File: src/verilog/plc_defines.vh
// Register map, field positions, reset values and timing for the clock control block
`ifndef PLC_DEFINES_VH
`define PLC_DEFINES_VH

// Register offsets
`define PLC_ADDR_FRAC_LOW      8'h03
`define PLC_ADDR_FRAC_MID      8'h04
`define PLC_ADDR_FRAC_HIGH     8'h05
`define PLC_ADDR_INT_RATIO     8'h06
`define PLC_ADDR_POST_DIV      8'h07
`define PLC_ADDR_RX_CTRL       8'h1f
`define PLC_ADDR_CLK_ROUTE     8'h20
`define PLC_ADDR_STATUS        8'h21
`define PLC_ADDR_POWER_DOWN    8'h1e

// Reset values
`define PLC_RST_FRAC_LOW       8'h21
`define PLC_RST_FRAC_MID       8'hfd
`define PLC_RST_FRAC_HIGH      6'h36
`define PLC_RST_INT_RATIO      4'h7
`define PLC_RST_PRE_DIV        1'b0
`define PLC_RST_POST_DIV       2'h2
`define PLC_RST_OSC_PD         1'b1
`define PLC_RST_PLL_PD         1'b1

// Automatic mode defaults: ratio for about 24MHz out of a 12MHz reference after post divide
`define PLC_AUTO_DEF_INT       4'h8
`define PLC_AUTO_DEF_FRAC      22'h0c49ba
`define PLC_AUTO_POST_DIV      2'h2

// Field positions
`define PLC_BIT_OSC_PD         3
`define PLC_BIT_PLL_PD         0
`define PLC_BIT_PRE_DIV        4
`define PLC_BIT_RX_ENABLE      0
`define PLC_BIT_MCLK_OUT       0
`define PLC_BIT_MCLK_OSC       1
`define PLC_BIT_AUX_EN         2
`define PLC_BIT_AUX_OSC        3

// Fractional ratio width
`define PLC_FRAC_W             22

// Lock wait after a rate change: time in ns and derived cycles at 5 ns
`define PLC_CLK_PERIOD_NS      5
`define PLC_LOCK_WAIT_NS       100
`define PLC_LOCK_WAIT_CYC      ((`PLC_LOCK_WAIT_NS + `PLC_CLK_PERIOD_NS - 1) / `PLC_CLK_PERIOD_NS)

`endif

File: src/verilog/plc_clock_control.v
// Oscillator, PLL power and ratio control with clock output routing
//
// Our own choice: the address-and-strobe port.
`timescale 1ns/10ps
module plc_clock_control (
    // Clock and reset
    input  wire        sys_clk_in,
    input  wire        sys_rst_in,
    // Register port
    input  wire [7:0]  reg_addr_in,
    input  wire [7:0]  reg_wdata_in,
    input  wire        reg_wr_in,
    input  wire        reg_rd_in,
    output reg  [7:0]  reg_rdata_out,
    // Receiver recovery interface
    input  wire        rx_stream_present_in,
    input  wire        rx_locked_in,
    input  wire        rx_rate_change_in,
    input  wire [3:0]  rx_int_in,
    input  wire [21:0] rx_frac_in,
    // Oscillator and PLL control
    output reg         osc_power_down_out,
    output reg         osc_clock_enable_out,
    output reg         pll_power_down_out,
    output reg         pll_auto_mode_out,
    output reg  [3:0]  pll_int_out,
    output reg  [21:0] pll_frac_out,
    output reg         pre_divider_select_out,
    output reg  [1:0]  post_divider_select_out,
    // Clock output routing
    output reg         mclk_drive_oe_out,
    output reg         mclk_src_osc_out,
    output reg         aux_clock_output_en_out,
    output reg         aux_src_osc_out,
    output reg         clocks_valid_out
);
`include "plc_defines.vh"

    // Software held bits
    reg        osc_pd_reg;          // Oscillator power down
    reg        pll_pd_reg;          // PLL power down
    reg        pre_div_reg;         // Pre-scale select
    reg  [1:0] post_div_reg;        // Post-scale select as written
    reg        rx_enable_reg;       // Receiver enable, chooses automatic mode
    reg  [3:0] route_reg;           // Master and aux routing bits
    // Automatic mode tracked ratio
    reg  [3:0]  auto_int_reg;       // Integer held in automatic mode
    reg  [21:0] auto_frac_reg;      // Fraction held in automatic mode
    reg         invalid_reg;        // Clocks invalid after rate change
    reg  [7:0]  lock_cnt_reg;       // Lock settle counter
    // Bank interface
    wire [21:0] user_frac;          // Programmed fraction
    wire [3:0]  user_int;           // Programmed integer
    wire        bank_wr;            // Bank write strobe
    wire        bank_hit;           // Address maps to bank

    // Decide whether address is one of the four multiplier bytes
    function is_bank;
        input [7:0] addr;
        begin
            is_bank = (addr >= `PLC_ADDR_FRAC_LOW) && (addr <= `PLC_ADDR_INT_RATIO);
        end
    endfunction

    // Bank index from register address
    function [1:0] bank_idx;
        input [7:0] addr;
        reg   [7:0] diff;
        begin
            diff     = addr - `PLC_ADDR_FRAC_LOW;
            bank_idx = diff[1:0];
        end
    endfunction

    assign bank_hit = is_bank(reg_addr_in);
    assign bank_wr  = reg_wr_in & bank_hit;

    // Multiplier storage
    plc_reg_bank u_bank (
        .sys_clk_in  (sys_clk_in),
        .sys_rst_in  (sys_rst_in),
        .wr_en_in    (bank_wr),
        .wr_idx_in   (bank_idx(reg_addr_in)),
        .wr_data_in  (reg_wdata_in),
        .rd_idx_in   (bank_idx(reg_addr_in)),
        .rd_data_out (),
        .frac_out    (user_frac),
        .int_out     (user_int)
    );

    // Register writes take effect on the next edge
    always @(posedge sys_clk_in or posedge sys_rst_in) begin
        if (sys_rst_in) begin
            osc_pd_reg    <= `PLC_RST_OSC_PD;
            pll_pd_reg    <= `PLC_RST_PLL_PD;
            pre_div_reg   <= `PLC_RST_PRE_DIV;
            post_div_reg  <= `PLC_RST_POST_DIV;
            rx_enable_reg <= 1'b0;
            route_reg     <= 4'h0;
        end else if (reg_wr_in) begin
            case (reg_addr_in)
                `PLC_ADDR_POWER_DOWN: begin
                    osc_pd_reg <= reg_wdata_in[`PLC_BIT_OSC_PD];
                    pll_pd_reg <= reg_wdata_in[`PLC_BIT_PLL_PD];
                end
                `PLC_ADDR_INT_RATIO: begin
                    pre_div_reg <= reg_wdata_in[`PLC_BIT_PRE_DIV];
                end
                `PLC_ADDR_POST_DIV: begin
                    post_div_reg <= reg_wdata_in[1:0];
                end
                `PLC_ADDR_RX_CTRL: begin
                    rx_enable_reg <= reg_wdata_in[`PLC_BIT_RX_ENABLE];
                end
                `PLC_ADDR_CLK_ROUTE: begin
                    route_reg <= reg_wdata_in[3:0];
                end
                default: begin
                    route_reg <= route_reg;
                end
            endcase
        end
    end

    // Automatic mode ratio tracking, frozen when the stream stops
    always @(posedge sys_clk_in or posedge sys_rst_in) begin
        if (sys_rst_in) begin
            auto_int_reg  <= `PLC_AUTO_DEF_INT;
            auto_frac_reg <= `PLC_AUTO_DEF_FRAC;
        end else if (rx_enable_reg && rx_stream_present_in) begin
            auto_int_reg  <= rx_int_in;
            auto_frac_reg <= rx_frac_in;
        end else begin
            auto_int_reg  <= auto_int_reg;
            auto_frac_reg <= auto_frac_reg;
        end
    end

    // Invalid flag: set wins over the lock that clears it
    always @(posedge sys_clk_in or posedge sys_rst_in) begin
        if (sys_rst_in) begin
            invalid_reg  <= 1'b0;
            lock_cnt_reg <= 8'h00;
        end else if (rx_enable_reg && rx_rate_change_in) begin
            invalid_reg  <= 1'b1;
            lock_cnt_reg <= 8'h00;
        end else if (!rx_enable_reg) begin
            invalid_reg  <= 1'b0;
            lock_cnt_reg <= 8'h00;
        end else if (invalid_reg && rx_locked_in) begin
            // Lock must stand for the settle time before clearing
            if (lock_cnt_reg >= (`PLC_LOCK_WAIT_CYC - 1)) begin
                invalid_reg  <= 1'b0;
                lock_cnt_reg <= 8'h00;
            end else begin
                lock_cnt_reg <= lock_cnt_reg + 8'h01;
            end
        end else begin
            lock_cnt_reg <= 8'h00;
        end
    end

    // Registered outputs to oscillator, PLL and pin logic
    always @(posedge sys_clk_in or posedge sys_rst_in) begin
        if (sys_rst_in) begin
            osc_power_down_out      <= 1'b1;
            osc_clock_enable_out    <= 1'b0;
            pll_power_down_out      <= 1'b1;
            pll_auto_mode_out       <= 1'b0;
            pll_int_out             <= 4'h7;
            pll_frac_out            <= 22'h36fd21;
            pre_divider_select_out  <= 1'b0;
            post_divider_select_out <= 2'h2;
            mclk_drive_oe_out       <= 1'b0;
            mclk_src_osc_out        <= 1'b0;
            aux_clock_output_en_out <= 1'b0;
            aux_src_osc_out         <= 1'b0;
            clocks_valid_out        <= 1'b0;
        end else begin
            osc_power_down_out   <= osc_pd_reg;
            osc_clock_enable_out <= ~osc_pd_reg;
            pll_power_down_out   <= pll_pd_reg;
            pll_auto_mode_out    <= rx_enable_reg;
            pre_divider_select_out <= pre_div_reg;
            if (rx_enable_reg) begin
                // Receiver drives ratio, post divider forced to PLC_AUTO_POST_DIV
                pll_int_out             <= auto_int_reg;
                pll_frac_out            <= auto_frac_reg;
                post_divider_select_out <= `PLC_AUTO_POST_DIV;
            end else begin
                // User programmed settings only
                pll_int_out             <= user_int;
                pll_frac_out            <= user_frac;
                post_divider_select_out <= post_div_reg;
            end
            // Oscillator source only when it is powered
            mclk_drive_oe_out       <= route_reg[`PLC_BIT_MCLK_OUT];
            mclk_src_osc_out        <= route_reg[`PLC_BIT_MCLK_OUT] &
                                       route_reg[`PLC_BIT_MCLK_OSC] & ~osc_pd_reg;
            aux_clock_output_en_out <= route_reg[`PLC_BIT_AUX_EN];
            aux_src_osc_out         <= route_reg[`PLC_BIT_AUX_EN] &
                                       route_reg[`PLC_BIT_AUX_OSC] & ~osc_pd_reg;
            clocks_valid_out        <= ~invalid_reg;
        end
    end

    // Read data register, stands only in the cycle after the read strobe
    always @(posedge sys_clk_in or posedge sys_rst_in) begin
        if (sys_rst_in) begin
            reg_rdata_out <= 8'h00;
        end else if (reg_rd_in) begin
            // Multiplier bytes mirror the bank; pre-scale bit is not read back
            case (reg_addr_in)
                `PLC_ADDR_FRAC_LOW:   reg_rdata_out <= user_frac[7:0];
                `PLC_ADDR_FRAC_MID:   reg_rdata_out <= user_frac[15:8];
                `PLC_ADDR_FRAC_HIGH:  reg_rdata_out <= {2'b00, user_frac[21:16]};
                `PLC_ADDR_INT_RATIO:  reg_rdata_out <= {4'h0, user_int};
                `PLC_ADDR_POWER_DOWN: reg_rdata_out <= {4'h0, osc_pd_reg, 2'b00, pll_pd_reg};
                `PLC_ADDR_POST_DIV:   reg_rdata_out <= {6'h00, post_div_reg};
                `PLC_ADDR_RX_CTRL:    reg_rdata_out <= {7'h00, rx_enable_reg};
                `PLC_ADDR_CLK_ROUTE:  reg_rdata_out <= {4'h0, route_reg};
                `PLC_ADDR_STATUS:     reg_rdata_out <= {6'h00, rx_enable_reg, ~invalid_reg};
                default:              reg_rdata_out <= 8'h00;
            endcase
        end else begin
            reg_rdata_out <= 8'h00;
        end
    end
endmodule // plc_clock_control

File: src/verilog/plc_reg_bank.v
// Small memory of the four multiplier bytes with registered read data
`timescale 1ns/10ps
module plc_reg_bank (
    // Clock and reset
    input  wire       sys_clk_in,
    input  wire       sys_rst_in,
    // Write port
    input  wire       wr_en_in,
    input  wire [1:0] wr_idx_in,
    input  wire [7:0] wr_data_in,
    // Read port
    input  wire [1:0] rd_idx_in,
    output reg  [7:0] rd_data_out,
    // Whole ratio
    output wire [21:0] frac_out,
    output wire [3:0]  int_out
);
`include "plc_defines.vh"

    reg [7:0] mem_reg [0:3];  // Bytes: frac low, mid, high, integer

    assign frac_out = {mem_reg[2][5:0], mem_reg[1], mem_reg[0]};
    assign int_out  = mem_reg[3][3:0];

    // Write path, reset loads documented patterns
    always @(posedge sys_clk_in or posedge sys_rst_in) begin
        if (sys_rst_in) begin
            mem_reg[0] <= `PLC_RST_FRAC_LOW;
            mem_reg[1] <= `PLC_RST_FRAC_MID;
            mem_reg[2] <= {2'b00, `PLC_RST_FRAC_HIGH};
            mem_reg[3] <= {4'h0, `PLC_RST_INT_RATIO};
        end else if (wr_en_in) begin
            // Unused upper bits of high and integer bytes stay zero
            case (wr_idx_in)
                2'd2:    mem_reg[2] <= {2'b00, wr_data_in[5:0]};
                2'd3:    mem_reg[3] <= {4'h0, wr_data_in[3:0]};
                default: mem_reg[wr_idx_in] <= wr_data_in;
            endcase
        end
    end

    // Registered read
    always @(posedge sys_clk_in or posedge sys_rst_in) begin
        if (sys_rst_in) begin
            rd_data_out <= 8'h00;
        end else begin
            rd_data_out <= mem_reg[rd_idx_in];
        end
    end
endmodule // plc_reg_bank
File: config.mk
export PLATFORM = sky130hd
export DESIGN_NAME = plc_clock_control
export DESIGN_NICKNAME = d
export VERILOG_FILES = /design/src/verilog/plc_clock_control.v /design/src/verilog/plc_reg_bank.v
export VERILOG_INCLUDE_DIRS = /design/src /design/src/verilog
export SDC_FILE = /design/constraint.sdc
export NUM_CORES = 1
export LEC_CHECK = 0
export ABC_CLOCK_PERIOD_IN_PS = 6000
export BUFFER_PORTS_ARGS = -buffer_cell sky130_fd_sc_hd__buf_2
export CAP_MARGIN = 20
export CORE_UTILIZATION = 45
export CTS_CLUSTER_SIZE = 28
export DETAILED_ROUTE_END_ITERATION = 10
export MAX_ROUTING_LAYER = met4
export PLACE_DENSITY = 0.67
export SYNTH_ARGS = -nofsm -noshare
export SYNTH_HDL_FRONTEND = slang
export SYNTH_SLANG_ARGS = --single-unit
File: constraint.sdc
create_clock -name sys_clk_in -period 6 [get_ports sys_clk_in]
set_clock_uncertainty 0.15 [all_clocks]
set_input_delay 1.2 -clock sys_clk_in [delete_from_list [all_inputs] [get_ports sys_clk_in]]
set_output_delay 1.2 -clock sys_clk_in [all_outputs]
set_load 0.05 [all_outputs]
==> impl_results.md, run 1 <==
- Die Width: 105.5 um
- Final Hold Violating Endpoints: 0
- Layout Cells excl Fill: 587
- Internal: 1.641 mW
- Asr flop ratio synth: 100.0%
- DP Wirelength: 7026 um
- GRT Util Overall: 20.97%
- Power per cell area: about 350 mW/mm^2
- Routability cong.: 0.9285
- CTS tree: done
- Post-Syn Area: 0.004822 sq mm
- Prevailing post-synth register cell: dfrtp_1
- Number of flops mapped to enable cells by yosys: 0
- Max-slew headroom: 58.10%
- Skew-Pair Late Insertion Delay: 0.52 ns
- Clock sink total: between 100 and 150
- Synth Register Bits: 117
- RSZ-0062 raised after global routing: false
- Status: finished clean
- Post-synth top area share: a little over a third
- Post-CTS setup buffers: 0
- Port Buffer Count: 94
- Clk root buf: clkbuf_8
- IO Pins: 95
- Syn Inst Count: 333
- Max Cap Viol: 0
- Area growth syn-to-layout: 25.90%
- DRC: 0
- Clock tree buffer depth: 2
- WL final: 10,260 um
- Worst-Margin Slew: 0.6256 ns
- # H-tree levels: 4
- FP Rows: 37
- HP Class: reg -> reg
- Vias in the first global route: 3,221
- Syn_area_per_cell: 14.48 sq um
- Most common cell after layout, fill and taps aside: buf_2
- Placed Instances: 554
- Max IR drop VDD: 0.2137 mV
- Drt pass-1 iters: 4
- Register area share after synthesis: between 60 and 70%
- Leak: 2.932 nW
- Antenna viol nets, final: 0
- Final period utilization: between 40% and 50%
- NetSw: 502.7 uW
- Ranking of synthesized cells by area: dfrtp_1 35%, dfstp_2 27%, mux2_2 20%
- Post-synthesis cell type count: 45
- Final net count: roughly 490
- Kind of critical path: in -> reg
- Max Clock Freq: roughly 360 MHz
- Setup TNS: 0 ns
- Setup slack after layout: 3.242 ns
- Worst Setup End Kind: flip-flop
- Logic pwr share: 9.4%
- GRT overflow: 0
- CTS resizes: 0
- DP Worst Slack: 2.728 ns
- Post-CTS Hold Buffers: 0
- Minimum clock period: 2.758 ns
- Worst EP arrival: 3.01 ns
- Clock Power Share: 47.8%
- CTS buffer count: 17
- Switching portion of total power: approximately a quarter
- Initial antenna violation count: 0
- Die ar.: 0.01113 sq mm
- Avg WL per Cell: 17.48 um
- Initial Utilization: around 47%
- Final slew viol count: 0
- Area leader, netlist: dfrtp_1
- Layout cell share with drive strength beyond 1: about three fifths
- CP Max Fanout: 8
- Commonest cells after routing, fill and taps aside: 94 x buf_2, 87 x mux2_2, 68 x dfrtp_1, 49 x dfstp_2, 16 x clkbuf_16
- Die height: 105.5 um
- Clk slew on worst S/H paths: approximately 0.060 ns
- Crit start category: input pin
- Number of vias per cell: 5.257
- Share of power burned in registers: 42.9%
- Setup violations, final: 0
- First-pass GRT wire length: roughly 17,000 um
- Synth warn: 0
- Antenna fix cells: 0
- Largest net degree at the start of global routing: between 80 and 90
- Iteration-0 DRC Markers: between 150 and 200
- Total number of vias: 3,086
- Fill cell count: between 800 and 900
- CP Data Required Time: approximately 6.3 ns
- Core area: 0.01037 sq mm
## power groups by stage
stage / Sequential [mW] / Clock [mW] / Combinational, mW
floorplan: 0.968 / 0 / 0.0995
global placement: 0.928 / 0 / 0.196
detailed placement: 0.931 / 0 / 0.200
CTS: 0.919 / 1.04 / 0.201
global route: 0.928 / 1.08 / 0.219
finish: 0.919 / 1.02 / 0.201
## path summary, 6_finish.rpt
kind	startpoint	end	slack, ns	depth (start not counted)
max	reg_addr_in[0]	u_bank.frac_out[3]	3.24	7
min	pre_div_reg	pre_divider_select_out	0.23	0
max reg2reg	u_bank.int_out[0]	reg_rdata_out[0]	3.99	4
min reg2reg	pre_div_reg	pre_divider_select_out	0.23	0
max in group asynchronous	sys_rst_in	auto_frac_reg[3]	4.12	4
min in group asynchronous	sys_rst_in	auto_int_reg[1]	0.48	2
## metrics by stage
step / utilization (%) / instance area (sq um) / hold slack [ns] / total power, mW
3_5_place_dp: 52.45 / 5439 / 0.2156 / 1.131
3_3_place_gp: 52.45 / 5439 / 0.2114 / 1.124
2_1_floorplan: - / 4830 / 0.1986 / 1.067
6_report: 58.54 / 6071 / 0.2281 / 2.143
4_1_cts: 58.28 / 6043 / 0.2287 / 2.166
5_1_grt: 58.54 / 6071 / 0.2393 / 2.229
## routing by layer
metal	GRT usage, %	wire (um)	up-vias
li1	-	-	1418
met1	27.19	4700	1563
met2	31.25	4956	87
met3	5.442	373	18
met4	9.226	229	0
met5	-	0	-
## area by class of cell
| class | instances | area, sq um | share of cell area (%) |
|---|---|---|---|
| repair buffers | 98 | 520.5 | 8.574 |
| inverters | 10 | 40.04 | 0.6595 |
| flip-flops and latches | 117 | 2989 | 49.24 |
| well taps | 136 | 170.2 | 2.803 |
| multi-input cells | 194 | 1747 | 28.77 |
| clock buffers | 19 | 421.7 | 6.946 |
| clock inverters | 13 | 182.7 | 3.009 |
## critical path, stage by stage
cell	delay, ns
buf_2	0.13
inv_1	0.11
ha_1	0.31
and3b_1	0.24
nor4_4	0.28
nand4b_2	0.37
mux2_2	0.38
## synth_stat cells (all sizes together) (3+ instances only)
library cell,number
a211oi,5
ha,7
dfstp,49
inv,10
nor3,4
a32oi,4
a22oi,6
clkbuf,12
and3,4
mux2,87
a221oi,5
nand2,10
a21oi,3
dfrtp,68
nand3,7
nand4b,4
a22o,6
nor2,11
o21ai,5
## cell families (layout without fill, tap and decap cells)
| family | count (synthesis) | in the layout | share of synthesized area, % |
|---|---|---|---|
| fa+ha+maj | 7 | 7 | 1.816 |
| simple gates | 56 | 56 | 7.473 |
| mux | 87 | 87 | 20.32 |
| buf+inv | 24 | 140 | 1.946 |
| compound gates | 38 | 38 | 5.838 |
| other cells | 1 | 3 | 0.07777 |
| xor+xnor | 3 | 3 | 0.5450 |
| flops | 117 | 117 | 61.99 |
No activity file was read; power rests on OpenSTA's default activity.
==> run 2, diff against run 1 <==
ABC_CLOCK_PERIOD_IN_PS = 2250   (was 6000)
PLACE_DENSITY = 0.7   (was 0.67)
clock period = 2.25 ns   (was 6 ns; I/O delays follow)
==> impl_results.md, run 2 (same netlist as run 1, synthesis figures left out) <==
- Status: finished clean
- CP Max Fanout: 3
- Port Buffer Count: 94
- # H-tree levels: 4
- Final period utilization: 88.86%
- CTS tree: done
- Minimum clock period: 1.999 ns
- Final Hold Violating Endpoints: 0
- Worst Hold Path EP: auto_frac_reg[4]
- Commonest cells after routing, fill and taps aside: 94 x buf_2, 87 x mux2_2, 68 x dfrtp_1, 49 x dfstp_2, 27 x buf_4
- Crit start category: flip-flop
- Worst Setup End Kind: flip-flop
- Final slew viol count: 0
- Initial Utilization: 46.50%
- Setup violations, final: 0
- Core area: around 0.010 sq mm
- Total number of vias: 3,242
- CTS buffer count: 17
- DP Wirelength: 7426 um
- Area growth syn-to-layout: 33.99%
- HP Class: in -> reg
- Clock sink total: approximately 120
- Die height: 105.5 um
- Drt pass-1 iters: 4
- Largest net degree at the start of global routing: 118
- Max Cap Viol: 0
- Max-slew headroom: a little under three fifths
- Worst-Margin Slew: 0.6685 ns
- Leak: between 3 and 4 nW
- Final net count: ~540
- Placed Instances: 579
- Cell area after layout: 0.006461 sq mm
- Hold Startpoint: rx_frac_in[4]
- Number of vias per cell: 5.122
- RSZ-0062 raised after global routing: false
- Worst EP arrival: 2.25 ns
- Initial antenna violation count: 0
- Worst R2R End: reg_rdata_out[0]
- Antenna viol nets, final: 0
- FP Rows: 37
- Max Clock Freq: 500.2 MHz
- Most common cell after layout, fill and taps aside: buf_2
- Max IR drop VDD: between 0.5 and 0.6 mV
- Setup crit start: u_bank.int_out[0]
- GRT Util Overall: roughly 22%
- Area after DPL: 0.005640 sq mm
- Die Width: 105.5 um
- Die ar.: 0.01113 sq mm
- Iteration-0 DRC Markers: 120
- Worst R2R Start: u_bank.int_out[0]
- Clk root buf: clkbuf_8
- R2R cell count: 4
- WL final: 10,790 um
- Post-CTS setup buffers: 0
- Antenna fix cells: 0
- Clock tree buffer depth: 2
- Layout Cells excl Fill: approximately 630
- IO Pins: 95
- R2r setup slk: 0.25 ns
- Post-layout util: 62.31%
- CTS resizes: 0
- Hold depth: 2
- Skew-Pair Late Insertion Delay: between 0.5 and 0.6 ns
- DRC: 0
- Clk slew on worst S/H paths: around 0.06 ns
- Routability cong.: 0.9270
- Layout cell share with drive strength beyond 1: 59.96%
- Vias in the first global route: approximately 3,400
- Final Power: between 5 and 6 mW
- Kind of critical path: reg -> reg
- GRT overflow: 0
- First-pass GRT wire length: between 15,000 and 20,000 um
- CP Data Required Time: 2.50 ns
- Power per cell area: 884.2 mW/mm^2
- Post-CTS Hold Buffers: 22
- Avg WL per Cell: 17.05 um
- Fill cell count: 830
## run 2: cell types whose count changed in the layout (fill, tap and decap cells not counted)
cell,change
buf_12,+1
buf_16,-1
buf_4,+24
bufinv_16,-1
clkbuf_8,+3
clkinv_4,-2
dlygate4sd3_1,+23
inv_4,-1
## run 2: metrics by stage
stage                     hold WS, ns  TNS, ns  setup slack, ns
after floorplan                0.1986        0          0.02119
after global placement         0.2068  -0.5077         -0.05608
after detailed placement       0.2147  -0.5507         -0.06773
after CTS                    0.001340        0           0.2819
after global routing         0.002106        0           0.1580
final                         0.02657        0           0.2507
## run 2: area by class of cell
class / count / area (sq um) / share of cell area (%)
timing repair buffer: 145 / 923.4 / 14.29
sequential: 117 / 2989 / 46.26
tap: 136 / 170.2 / 2.634
inverter: 10 / 41.29 / 0.6390
multi-input combinational: 194 / 1747 / 27.03
clock buffer: 22 / 462.9 / 7.165
clock inverter: 9 / 127.6 / 1.975
## run 2: worst max path at each step
stage                          to  slack [ns]  depth (start not counted)
6_report         reg_rdata_out[0]        0.25                          4
5_1_grt          reg_rdata_out[0]        0.16                          4
4_1_cts          reg_rdata_out[0]        0.28                          4
3_5_place_dp   u_bank.frac_out[1]       -0.07                          6
3_3_place_gp   u_bank.frac_out[6]       -0.06                          6
2_1_floorplan     post_div_reg[0]        0.02                          6
## run 2: power breakdown
| group | total (mW) | switching [mW] | internal (mW) |
|---|---|---|---|
| Clock | 2.67 | 0.911 | 1.76 |
| Sequential | 2.45 | 0.0907 | 2.36 |
| Combinational | 0.590 | 0.325 | 0.265 |
| Total | 5.71 | 1.33 | 4.39 |
## run 2: metal layers
metal	global-route usage, %	share of wire, %	vias to the layer above
met3	6.555	5.1	18
met2	32.57	48	104
met5	-	0	-
met1	27.58	45	1612
met4	8.433	2.1	0
li1	-	-	1508
## run 2: worst max-delay path: stages, from the launching register on
cell and delay (ns):
dfstp_2 0.55, or3b_2 0.45, a211oi_1 0.33, a221oi_1 0.09, a221oi_1 0.32
